$ cat src/cmbt_pkg.sv
// Constants for the CAN object/interrupt/bit-timing configuration slice.
// Assumes an AXI4-Lite master with 32-bit data and a 10 MHz I/O clock.
package cmbt_pkg;
	localparam int CMBT_NOBJ = 6;
	localparam logic [7:0] CMBT_ADDR_GIE = 8'h00;
	localparam logic [7:0] CMBT_ADDR_INUSE = 8'h04;
	localparam logic [7:0] CMBT_ADDR_OBJIE = 8'h08;
	localparam logic [7:0] CMBT_ADDR_OBJSIT = 8'h0c;
	localparam logic [7:0] CMBT_ADDR_BT1 = 8'h10;
	localparam logic [7:0] CMBT_ADDR_BT2 = 8'h14;
	localparam logic [7:0] CMBT_ADDR_BT3 = 8'h18;
	localparam logic [7:0] CMBT_ADDR_TCON = 8'h1c;
	localparam logic [7:0] CMBT_ADDR_IRQST = 8'h20;
	localparam int CMBT_GIE_MASTER = 7;
	localparam int CMBT_GIE_RX = 5;
	localparam int CMBT_GIE_TX = 4;
	localparam int CMBT_GIE_OBJERR = 3;
	localparam int CMBT_GIE_FBUF = 2;
	localparam int CMBT_GIE_GENERR = 1;
	localparam int CMBT_GIE_OVRT = 0;
	localparam int CMBT_BT1_BRP_LSB = 1;
	localparam int CMBT_BT2_SJW_LSB = 5;
	localparam int CMBT_BT2_PRS_LSB = 1;
	localparam int CMBT_BT3_PHASE_SEGMENT_TWO_LSB = 4;
	localparam int CMBT_BT3_PHASE_SEGMENT_ONE_LSB = 1;
	localparam int CMBT_BT3_SMP = 0;
	localparam logic [7:0] CMBT_BT1_MASK = 8'h7e;
	localparam logic [7:0] CMBT_BT2_MASK = 8'h6e;
	localparam logic [7:0] CMBT_BT3_MASK = 8'h7f;
	localparam logic [7:0] CMBT_RST_BYTE = 8'h00;
	localparam int CMBT_TIMER_DIV = 8;
	localparam logic [1:0] CMBT_RESP_OKAY = 2'b00;
	localparam logic [1:0] CMBT_RESP_SLVERR = 2'b10;
	typedef enum logic [1:0] {CMBT_SEG_SYNC, CMBT_SEG_PROP, CMBT_SEG_PH1,
		CMBT_SEG_PH2} cmbt_seg_t;
endpackage

$ cat src/cmbt_top.sv
// CAN configuration slice: interrupt gating, object enables, bit timing.
// Assumes the frame engine supplies per-object done/error pulses and the
// raw bus level on can_rx; events arrive on aclk.
`timescale 1ns/1ps
module cmbt_top (
	// Clock and reset
	input wire logic aclk,
	input wire logic aresetn,
	// AXI4-Lite write
	input wire logic [7:0] s_axi_awaddr,
	input wire logic s_axi_awvalid,
	output logic s_axi_awready,
	input wire logic [31:0] s_axi_wdata,
	input wire logic [3:0] s_axi_wstrb,
	input wire logic s_axi_wvalid,
	output logic s_axi_wready,
	output logic [1:0] s_axi_bresp,
	output logic s_axi_bvalid,
	input wire logic s_axi_bready,
	// AXI4-Lite read
	input wire logic [7:0] s_axi_araddr,
	input wire logic s_axi_arvalid,
	output logic s_axi_arready,
	output logic [31:0] s_axi_rdata,
	output logic [1:0] s_axi_rresp,
	output logic s_axi_rvalid,
	input wire logic s_axi_rready,
	// Controller state from the frame engine and general control
	input wire logic ctrl_enabled,
	input wire logic abort_request,
	input wire logic standby_enter,
	// Per-object events
	input wire logic [cmbt_pkg::CMBT_NOBJ-1:0] object_enable_set,
	input wire logic [cmbt_pkg::CMBT_NOBJ-1:0] object_disable_set,
	input wire logic [cmbt_pkg::CMBT_NOBJ-1:0] object_auto_reply,
	input wire logic [cmbt_pkg::CMBT_NOBJ-1:0] transmit_done_flag,
	input wire logic [cmbt_pkg::CMBT_NOBJ-1:0] receive_done_flag,
	input wire logic [cmbt_pkg::CMBT_NOBJ-1:0] object_err_flag,
	// General interrupt sources
	input wire logic frame_buffer_done,
	input wire logic general_err,
	input wire logic timer_overrun,
	// Interrupt outputs
	output logic [cmbt_pkg::CMBT_NOBJ-1:0] object_irq_pending,
	output logic can_irq,
	output logic timer_irq,
	// Bit timing
	input wire logic can_rx,
	input wire logic resync_edge_en,
	output logic quantum_tick,
	output logic sample_strobe,
	output logic sampled_bit,
	output logic bit_start,
	output logic timer_tick
);
	import cmbt_pkg::*;

	localparam int N = CMBT_NOBJ;

	logic [7:0] gie, bt1, bt2, bt3, tcon;
	logic [N-1:0] object_in_use, object_irq_en;

	// Write channel: address and data may arrive in either order
	logic aw_held, w_held;
	logic [7:0] aw_addr;
	logic [31:0] w_data;
	logic [3:0] w_strb;
	wire aw_take = s_axi_awvalid && s_axi_awready;
	wire w_take = s_axi_wvalid && s_axi_wready;
	assign s_axi_awready = !aw_held && !s_axi_bvalid;
	assign s_axi_wready = !w_held && !s_axi_bvalid;
	wire wr_go = aw_held && w_held;
	wire wr_lane0 = wr_go && w_strb[0];
	wire [7:0] wr_byte = w_data[7:0];
	wire wr_map = aw_addr == CMBT_ADDR_GIE || aw_addr == CMBT_ADDR_INUSE ||
		aw_addr == CMBT_ADDR_OBJIE || aw_addr == CMBT_ADDR_OBJSIT ||
		aw_addr == CMBT_ADDR_BT1 || aw_addr == CMBT_ADDR_BT2 ||
		aw_addr == CMBT_ADDR_BT3 || aw_addr == CMBT_ADDR_TCON ||
		aw_addr == CMBT_ADDR_IRQST;

	always_ff @(posedge aclk) begin
		if (!aresetn) begin
			aw_held <= 1'b0;
			w_held <= 1'b0;
			aw_addr <= 8'h00;
			w_data <= 32'h0000_0000;
			w_strb <= 4'h0;
			s_axi_bvalid <= 1'b0;
			s_axi_bresp <= CMBT_RESP_OKAY;
		end else begin
			if (aw_take) begin
				aw_held <= 1'b1;
				aw_addr <= {s_axi_awaddr[7:2], 2'b00};
			end
			if (w_take) begin
				w_held <= 1'b1;
				w_data <= s_axi_wdata;
				w_strb <= s_axi_wstrb;
			end
			if (wr_go) begin
				aw_held <= 1'b0;
				w_held <= 1'b0;
				s_axi_bvalid <= 1'b1;
				s_axi_bresp <= wr_map ? CMBT_RESP_OKAY : CMBT_RESP_SLVERR;
			end else if (s_axi_bvalid && s_axi_bready) begin
				s_axi_bvalid <= 1'b0;
			end
		end
	end

	// Register writes; reserved bit-timing bits are dropped on the way in, GIE bit 6 is kept
	always_ff @(posedge aclk) begin
		if (!aresetn) begin
			gie <= CMBT_RST_BYTE;
			object_irq_en <= '0;
			bt1 <= CMBT_RST_BYTE;
			bt2 <= CMBT_RST_BYTE;
			bt3 <= CMBT_RST_BYTE;
			tcon <= CMBT_RST_BYTE;
		end else if (wr_lane0) begin
			case (aw_addr)
				CMBT_ADDR_GIE: gie <= wr_byte;
				CMBT_ADDR_OBJIE: object_irq_en <= wr_byte[N-1:0];
				CMBT_ADDR_BT1: bt1 <= wr_byte & CMBT_BT1_MASK;
				CMBT_ADDR_BT2: bt2 <= wr_byte & CMBT_BT2_MASK;
				CMBT_ADDR_BT3: bt3 <= wr_byte & CMBT_BT3_MASK;
				CMBT_ADDR_TCON: tcon <= wr_byte;
				default: ;
			endcase
		end
	end

	// In-use tracking; a set in the same cycle as a clear wins
	logic [N-1:0] inuse_clr, next_in_use;
	assign inuse_clr = ((transmit_done_flag |
		(receive_done_flag & ~object_auto_reply)) | object_disable_set |
		{N{abort_request | standby_enter}});
	assign next_in_use = (object_in_use & ~inuse_clr) | object_enable_set;
	always_ff @(posedge aclk) begin
		if (!aresetn) object_in_use <= '0;
		else object_in_use <= next_in_use;
	end

	// Per-object pending vector, gated by per-object and general enables
	wire [N-1:0] tx_src = transmit_done_flag &
		{N{gie[CMBT_GIE_TX]}};
	wire [N-1:0] rx_src = receive_done_flag & ~object_auto_reply &
		{N{gie[CMBT_GIE_RX]}};
	wire [N-1:0] er_src = object_err_flag &
		{N{gie[CMBT_GIE_OBJERR]}};
	wire [N-1:0] next_pending = (tx_src | rx_src | er_src) & object_irq_en;
	wire fbuf_src = frame_buffer_done && gie[CMBT_GIE_FBUF];
	wire gerr_src = general_err && gie[CMBT_GIE_GENERR];
	always_ff @(posedge aclk) begin
		if (!aresetn) begin
			object_irq_pending <= '0;
			can_irq <= 1'b0;
			timer_irq <= 1'b0;
		end else begin
			object_irq_pending <= next_pending;
			can_irq <= gie[CMBT_GIE_MASTER] &&
				(|next_pending || fbuf_src || gerr_src);
			timer_irq <= timer_overrun && gie[CMBT_GIE_OVRT];
		end
	end

	// Read channel
	function automatic logic [31:0] cmbt_word(input logic [7:0] b);
		cmbt_word = {24'h00_0000, b};
	endfunction
	logic [7:0] ar_addr;
	assign ar_addr = {s_axi_araddr[7:2], 2'b00};
	logic [31:0] rd_word;
	logic rd_ok;
	always_comb begin
		rd_ok = 1'b1;
		case (ar_addr)
			CMBT_ADDR_GIE: rd_word = cmbt_word(gie);
			CMBT_ADDR_INUSE: rd_word = cmbt_word({2'b00, object_in_use});
			CMBT_ADDR_OBJIE: rd_word = cmbt_word({2'b00, object_irq_en});
			CMBT_ADDR_OBJSIT: rd_word = cmbt_word({2'b00, object_irq_pending});
			CMBT_ADDR_BT1: rd_word = cmbt_word(bt1);
			CMBT_ADDR_BT2: rd_word = cmbt_word(bt2);
			CMBT_ADDR_BT3: rd_word = cmbt_word(bt3);
			CMBT_ADDR_TCON: rd_word = cmbt_word(tcon);
			CMBT_ADDR_IRQST: rd_word = cmbt_word({6'h00, timer_irq, can_irq});
			default: begin
				rd_word = 32'h0000_0000;
				rd_ok = 1'b0;
			end
		endcase
	end
	assign s_axi_arready = !s_axi_rvalid;
	always_ff @(posedge aclk) begin
		if (!aresetn) begin
			s_axi_rvalid <= 1'b0;
			s_axi_rdata <= 32'h0000_0000;
			s_axi_rresp <= CMBT_RESP_OKAY;
		end else if (s_axi_arvalid && s_axi_arready) begin
			s_axi_rvalid <= 1'b1;
			s_axi_rdata <= rd_word;
			s_axi_rresp <= rd_ok ? CMBT_RESP_OKAY : CMBT_RESP_SLVERR;
		end else if (s_axi_rready) begin
			s_axi_rvalid <= 1'b0;
		end
	end

	// Bus input synchroniser: the first stage feeds only the second
	logic rx_meta, rx_sync, rx_prev, rx_d1, rx_d2;
	always_ff @(posedge aclk) begin
		if (!aresetn) begin
			rx_meta <= 1'b1;
			rx_sync <= 1'b1;
			rx_prev <= 1'b1;
			rx_d1 <= 1'b1;
			rx_d2 <= 1'b1;
		end else begin
			rx_meta <= can_rx;
			rx_sync <= rx_meta;
			rx_prev <= rx_sync;
			rx_d1 <= rx_sync;
			rx_d2 <= rx_d1;
		end
	end

	// Quantum prescaler
	wire [5:0] quantum_prescaler = bt1[CMBT_BT1_BRP_LSB +: 6];
	wire [1:0] resync_jump_width = bt2[CMBT_BT2_SJW_LSB +: 2];
	wire [2:0] propagation_segment = bt2[CMBT_BT2_PRS_LSB +: 3];
	wire [2:0] ph2 = bt3[CMBT_BT3_PHASE_SEGMENT_TWO_LSB +: 3];
	wire [2:0] ph1 = bt3[CMBT_BT3_PHASE_SEGMENT_ONE_LSB +: 3];
	wire triple = bt3[CMBT_BT3_SMP];
	logic [5:0] q_cnt;
	wire q_last = q_cnt == quantum_prescaler;
	assign quantum_tick = q_last;
	always_ff @(posedge aclk) begin
		if (!aresetn) q_cnt <= '0;
		else q_cnt <= q_last ? 6'd0 : q_cnt + 6'd1;
	end

	// Segment sequencer; lengths are field plus one quanta
	cmbt_seg_t seg;
	logic [3:0] seg_cnt;
	logic [3:0] ph1_len, ph2_len;
	wire [3:0] sjw_q = {2'b00, resync_jump_width} + 4'd1;
	wire falling = rx_prev && !rx_sync && resync_edge_en;
	wire [3:0] ph1_min = {1'b0, ph1};
	wire [3:0] prs_end = {1'b0, propagation_segment};
	wire seg_end = seg_cnt == (seg == CMBT_SEG_PROP ? prs_end :
		seg == CMBT_SEG_PH1 ? ph1_len : seg == CMBT_SEG_PH2 ? ph2_len : 4'd0);
	// Edge in phase two restarts the bit only within the jump width
	wire [3:0] ph2_left = ph2_len - seg_cnt;
	wire early_cut = falling && seg == CMBT_SEG_PH2 && ph2_left < sjw_q;
	// Sample point is the last I/O clock of phase one
	wire at_sp = seg == CMBT_SEG_PH1 && seg_end && q_last;
	always_ff @(posedge aclk) begin
		if (!aresetn) begin
			seg <= CMBT_SEG_SYNC;
			seg_cnt <= '0;
			ph1_len <= '0;
			ph2_len <= '0;
		end else if (early_cut) begin
			// Early edge: cut phase two short and start a new bit
			seg <= CMBT_SEG_SYNC;
			seg_cnt <= '0;
		end else begin
			if (falling && seg == CMBT_SEG_PH2)
				// Too early to absorb: shorten by the jump width only
				ph2_len <= ph2_len - sjw_q;
			if (falling && (seg == CMBT_SEG_PROP || seg == CMBT_SEG_PH1))
				// Late edge: stretch phase one by up to the jump width
				ph1_len <= ph1_min + (seg_cnt < sjw_q ? seg_cnt : sjw_q);
			if (q_last) begin
				if (seg_end) begin
					seg_cnt <= '0;
					case (seg)
						CMBT_SEG_SYNC: seg <= CMBT_SEG_PROP;
						CMBT_SEG_PROP: seg <= CMBT_SEG_PH1;
						CMBT_SEG_PH1: begin
							seg <= CMBT_SEG_PH2;
							ph2_len <= {1'b0, ph2};
						end
						CMBT_SEG_PH2: begin
							seg <= CMBT_SEG_SYNC;
							ph1_len <= ph1_min;
						end
						default: seg <= CMBT_SEG_SYNC;
					endcase
				end else begin
					seg_cnt <= seg_cnt + 4'd1;
				end
			end
		end
	end
	assign bit_start = seg == CMBT_SEG_SYNC && q_cnt == 6'd0;

	// Sampling: one point, or majority of three consecutive I/O clocks
	wire majority = (rx_sync & rx_d1) | (rx_sync & rx_d2) | (rx_d1 & rx_d2);
	always_ff @(posedge aclk) begin
		if (!aresetn) begin
			sampled_bit <= 1'b1;
			sample_strobe <= 1'b0;
		end else begin
			sample_strobe <= at_sp;
			if (at_sp)
				sampled_bit <= triple ? majority : rx_sync;
		end
	end

	// Bus timer prescaler, running only while the controller is enabled
	logic [2:0] t8_cnt;
	logic [7:0] tp_cnt;
	wire t8_last = t8_cnt == 3'(CMBT_TIMER_DIV - 1);
	wire tp_last = t8_last && tp_cnt == tcon;
	always_ff @(posedge aclk) begin
		if (!aresetn || !ctrl_enabled) begin
			t8_cnt <= '0;
			tp_cnt <= '0;
			timer_tick <= 1'b0;
		end else begin
			t8_cnt <= t8_cnt + 3'd1;
			if (t8_last)
				tp_cnt <= tp_last ? 8'd0 : tp_cnt + 8'd1;
			timer_tick <= tp_last;
		end
	end
endmodule

$ cat config.mk
export PLATFORM = sky130hd
export DESIGN_NAME = cmbt_top
export DESIGN_NICKNAME = d
export VERILOG_FILES = /design/src/cmbt_pkg.sv /design/src/cmbt_top.sv
export SDC_FILE = /design/constraint.sdc
export NUM_CORES = 1
export LEC_CHECK = 0
export ABC_AREA = 1
export BUFFER_PORTS_ARGS = -buffer_cell sky130_fd_sc_hd__buf_2
export CAP_MARGIN = 20
export CORE_MARGIN = 5
export CORE_UTILIZATION = 49
export DETAILED_ROUTE_END_ITERATION = 16
export GPL_TIMING_DRIVEN = 0
export PLACE_DENSITY = 0.77
export REMOVE_ABC_BUFFERS = 1
export SKIP_CTS_REPAIR_TIMING = 1
export SLEW_MARGIN = 40
export SYNTH_ARGS = -nofsm -noshare
export SYNTH_HDL_FRONTEND = slang
export SYNTH_SLANG_ARGS = --single-unit
$ cat constraint.sdc
create_clock -name aclk -period 2.7 [get_ports aclk]
set_input_delay 0.27 -clock aclk [delete_from_list [all_inputs] [get_ports aclk]]
set_output_delay 0.27 -clock aclk [all_outputs]
set_load 0.02 [all_outputs]
After elaboration in Yosys (flattened, before gate mapping) --
Index checks and enable logic that the tools add are counted.
Cells by class: add/subtract/negate cells 8, reductions and logical operators 58, eq/ne operators 23, multiplexer cells 24, $lt $le $gt $ge 2, bitwise operators 21
Operators with widths (number):
- $pmux 8 s9 | 1
- $mux 4 | 13
- $eq 6x3->1 const B | 8
- $and 6x6->6 | 6
- $or 6x6->6 | 6
- $eq 6x2->1 const B | 4
- $logic_and 1x1->1 | 21
- $logic_not 8->1 | 2
- $reduce_and 2->1 | 7
- $eq 6x1->1 const B | 2
- $eq 6x4->1 const B | 2
- $logic_or 1x1->1 | 12
- $not 6->6 | 2
- $reduce_or 9->1 | 1
- $add 8x1->8 const B | 1
- $eq 8x8->1 | 1
- $lt 4x3->1 | 2
- $mux 8 | 1
- $pmux 2 s4 | 1
- $logic_not 1->1 | 7
- $add 6x1->6 const B | 1
- $eq 6x6->1 | 1
- $logic_not 6->1 | 1
- $mux 1 | 6
- other kinds (18) | 27
Word-level totals: output and inout port bits 54, input bits 103, flip-flop bits (word level) 147

Logic depth before layout (Yosys ltp) --
depth in word-level cells 10, mapped depth 15, mapped depth without buffers 15

Least setup slack after synthesis --
OpenSTA, ideal clock, no wires.
path type register to register, start point register bt2[5], end point register ph1_len[2], slack 164 ps, arrival 2423 ps, buffers on the path 0, library setup time 113 ps, cell stages (with the launch flop) 14, clock period less this slack 2536 ps, required time 2587 ps, path through dfxtp_1 > ha_1 > inv_1 > ha_1 > o21ai_0 > o21ai_0 > o21ai_0 > ha_1 > fa_1 > xor2_1 > o21ai_0 > nand2_1 > nand3_1 > nand2_1
Between the ends: cells in the longest elaborated chain, start to end 8
Ends and longest elaborated chain:
- from (decl) | RTL line cmbt_top.sv:60 | logic [7:0] gie, bt1, bt2, bt3, tcon;
- from (signal assigned) | RTL line cmbt_top.sv:125 | CMBT_ADDR_BT2: bt2 <= wr_byte & CMBT_BT2_MASK;
- $add 2x1->3 (*) | RTL line cmbt_top.sv:245 | wire [3:0] sjw_q = {2'b00, resync_jump_width} + 4'd1;
- $lt 4x3->1 | RTL line cmbt_top.sv:272 | ph1_len <= ph1_min + (seg_cnt < sjw_q ? seg_cnt : sjw_q);
- $mux 4 | RTL line cmbt_top.sv:272
- $add 3x4->4 | RTL line cmbt_top.sv:272
- $mux 4 | RTL line cmbt_top.sv:270 | if (falling && (seg == CMBT_SEG_PROP || seg == CMBT_SEG_PH1))
- $mux 4 | RTL line cmbt_top.sv:276 | case (seg)
- $mux 4 | RTL line cmbt_top.sv:274 | if (seg_end) begin
- $mux 4 | RTL line cmbt_top.sv:273 | if (q_last) begin
- to (signal assigned) | RTL line cmbt_top.sv:272
- to (signal assigned) | RTL line cmbt_top.sv:285 | ph1_len <= ph1_min;
- to (decl) | RTL line cmbt_top.sv:244 | logic [3:0] ph1_len, ph2_len;
Mark *: on every way between the ends. The rest lies on a longest branch, timed or not. A chain may end at the register's enable or synchronous reset.

Worst setup path in the final report --
Ends and elaborated chain as after synthesis.

==> results.yml <==
clock_network:
  h-tree-depth: 4
  cts-root-buf: "clkbuf_16"
  clockBufferDepth: 2
  clk_pin_slew_worst_paths_ns: 0.06
  clock_latency_ns: 0.42
  numCtsBuffers: 17
  cts.sinks: 121
  cts_tree: "done"
setup_path:
  worst_path_max_delay_cell: "fa_1"
  criticalPathCategory: "flop to flop"
  end_kind: "flop"
  crit_required_ns: 3.01
  critPathMaxFanout: 6
  critPathTopFamily: "adder cells"
  slowest_delay_ns: 0.39
  cp_cell_sequence: "ha_1 -> inv_1 -> ha_1 -> o21ai_0 -> o21ai_2 -> o21ai_1 -> ha_2 -> fa_1 -> xor2_1 -> o21ai_0 -> nand2_1 -> nand3_1 -> nand2_1"
  critical_path_buf_inv_count: 1
  start_kind: "flop"
  arrival_ns: 2.85
detailed_routing:
  drt_iter0_drc: 431
  first_pass_iters: 5
  route.detailed.drc: 0
  post_drt_wl_per_cell_um: 13.3
  antenna_left: 0
  wl_mm: 15.5
  num_vias: 5876
  via_per_inst: 5.05
floorplanning:
  rows: 41
  coreArea_um2: 12700
  dieArea_um2: 15300
  die_width_um: 124
  floorplan.initialDensity_pct: 50.2
  dieHeight_um: 124
  io_pins: 157
logic_synthesis:
  ys_seq_area_share_pct: 38.1
  synth_area_leaders: "dfxtp_1 (38%), nand2_1 (11%), nor2_1 (7.3%), inv_1 (6.4%), ha_1 (4.5%)"
  synth-xor-area-share_pct: 2.62
  synth_enable_flop_cells: 0
  ys_ff_latch: 121
  netlist_top_cells_count: "nand2_1 (192), nor2_1 (124), dfxtp_1 (121), inv_1 (109), o21ai_0 (53)"
  ys_warn_count: 0
  yosys.area_share.simple_pct: 27.3
  synthCells: 885
  synth_compound_gate_area_share_pct: 14.8
  synth.area.mux_share_pct: 0.335
  yosysTopAreaCell: "dfxtp_1"
  yosys.area_share.adder_pct: 5.16
  synth_ff_type: "dfxtp_1"
  async_flop_share_pct: 0
  yosysTopAreaCellShare_pct: 38.1
  yosys.cell_count.top_type: "nand2_1"
  ys_types: 48
  synth_top_family_by_area: "simple AND/OR/NAND/NOR gates"
  avgSynthCellArea_um2: 7.18
  synth_area_um2: 6350
timing:
  hold_viol: 0
  fin_crit_ns: 2.54
  fin_crit_sh_pct: 94.0
  maxSlewViolCount: 0
  worst_pin_slew_ns: 0.800
  finalClockSkew_ns: 0.00718
  max_freq_ghz: 0.394
  finalSetupViolations: 0
  setup_tns_ns: 0
  rsz0062_at_grt: "false"
  max_slew_margin_pct: 46.4
worst_hold_path:
  hp-class: "primary input to flop"
cells_and_area:
  utilization_pct: 59.3
  n_fill_cell: 1199
  multi_input_area_um2: 3310
  seq_area_um2: 2430
  nNetsFinal: 1108
  diodes: 0
  syn2layout_area_growth_pct: 18.2
  drive_above_1_share_pct: 16.8
placed_design:
  portBuffers: 99
  dpl.hpwl_mm: 11.6
  gp_congestion: 0.907
global_routing:
  grt_pass1_vias: 5472
  grt_overflow: 0
  antenna_found_initial: 0
  grt_max_degree: 61
  track_usage_pct: 20.9
  grt_pass1_wl_mm: 25.3
pwr:
  peakVddDrop_mv: 0.402
  power.density_nw_per_um2: 730
  p_leak_nw: 3.42
flow_run:
  maxCapViolations: 0
status:
  status: "completed"
[area by class of cell]
| type | instances | share of cell area (%) |
|---|---|---|
| repair buffers | 99 | 6.60 |
| multi-input cells | 628 | 44.1 |
| well taps | 172 | 2.86 |
| inverters | 113 | 5.71 |
| clock buffers | 22 | 6.58 |
| clock inverters | 9 | 1.83 |
| flip-flops and latches | 121 | 32.3 |
[flip-flops by register name, summed over array words and instances (netlist names), 2 cells and up]
signal	flops
seg	2
gie	8
ph1_len	4
tcon	8
bt1	6
ph2_len	4
q_cnt	6
aw_addr	6
w_data	8
bt3	7
seg_cnt	4
tp_cnt	8
t8_cnt	3
s_axi_rdata	8
object_in_use	6
object_irq_en	6
bt2	5
object_irq_pending	6
[cell usage in the layout, fill, tap and decap left out, drive strengths merged, types with 2 or more instances in the layout]
master	instances
nor4	2
or2	6
nor3b	2
clkinvlp	4
a21oi	48
dfxtp	121
o21ai	55
conb	26
a211oi	30
xor2	12
nand4	16
nor2	129
o22ai	5
nand3b	2
o211ai	2
nand2	197
a22o	4
inv	113
a22oi	2
a31oi	5
fa	2
clkinv	2
buf	99
a41oi	3
bufinv	3
xnor2	7
nand3	34
ha	23
clkbuf	22
nor3	10
[path summary, 6_finish.rpt]
check                            end  slack [ns]  cells past startpoint            startpoint
max reg2reg  ph1_len[2]$_SDFFE_PN0N_        0.16                     13   bt2[5]$_SDFFE_PN0P_
min reg2reg     t8_cnt[0]$_SDFF_PP0_        0.42                      1  t8_cnt[0]$_SDFF_PP0_
min               rx_meta$_SDFF_PN1_        0.04                      2                can_rx
max          ph1_len[2]$_SDFFE_PN0N_        0.16                     13   bt2[5]$_SDFFE_PN0P_
[per-layer routing]
layer | vias up | track usage (%) | part of all wire (%)
li1 | 3024 | - | -
met1 | 2630 | 28.4 | 46
met5 | - | 0 | 0
met3 | 27 | 4.86 | 7.5
met2 | 195 | 32.5 | 45
met4 | 0 | 7.34 | 1.7
[metrics by stage]
stage	setup slack, ns	cell area, um2	std cells	hold WS (ns)	power, mW
6_report	0.161	7510	1164	0.0421	5.49
5_1_grt	0.000875	7510	1164	0.0482	5.77
4_1_cts	-0.224	7490	1164	0.0316	5.50
3_5_place_dp	-0.214	6860	1133	0.410	3.12
3_3_place_gp	-0.781	6850	1133	0.412	3.09
2_1_floorplan	0.160	6140	862	0.355	2.82
[where the power goes]
part	total, mW	leakage, nW	switching (mW)	internal (mW)
Combinational	1.14	2.13	0.731	0.412
Sequential	1.97	0.984	0.0911	1.88
Clock	2.37	0.297	0.802	1.57
[kinds of logic (layout without fill, tap and decap cells)]
logic type / after synthesis / in the layout
AOI/OAI and AO/OA: 157 / 157
xor gates and xnor gates: 19 / 19
adders and majority gates: 25 / 25
buffers and inverters: 161 / 243
DFF: 121 / 121
muxes: 2 / 2
other: 1 / 26
and+or+nand+nor: 399 / 399
[worst register-to-register path: cells and delay by family, from the launching register on]
kind | cells | cell delay [ns]
DFF | 1 | 0.38
buffers and inverters | 1 | 0.09
AOI/OAI and AO/OA | 4 | 0.57
and+or+nand+nor | 3 | 0.21
xor gates and xnor gates | 1 | 0.17
adders and majority gates | 4 | 1.04
Power figures use the tool's default switching activity.
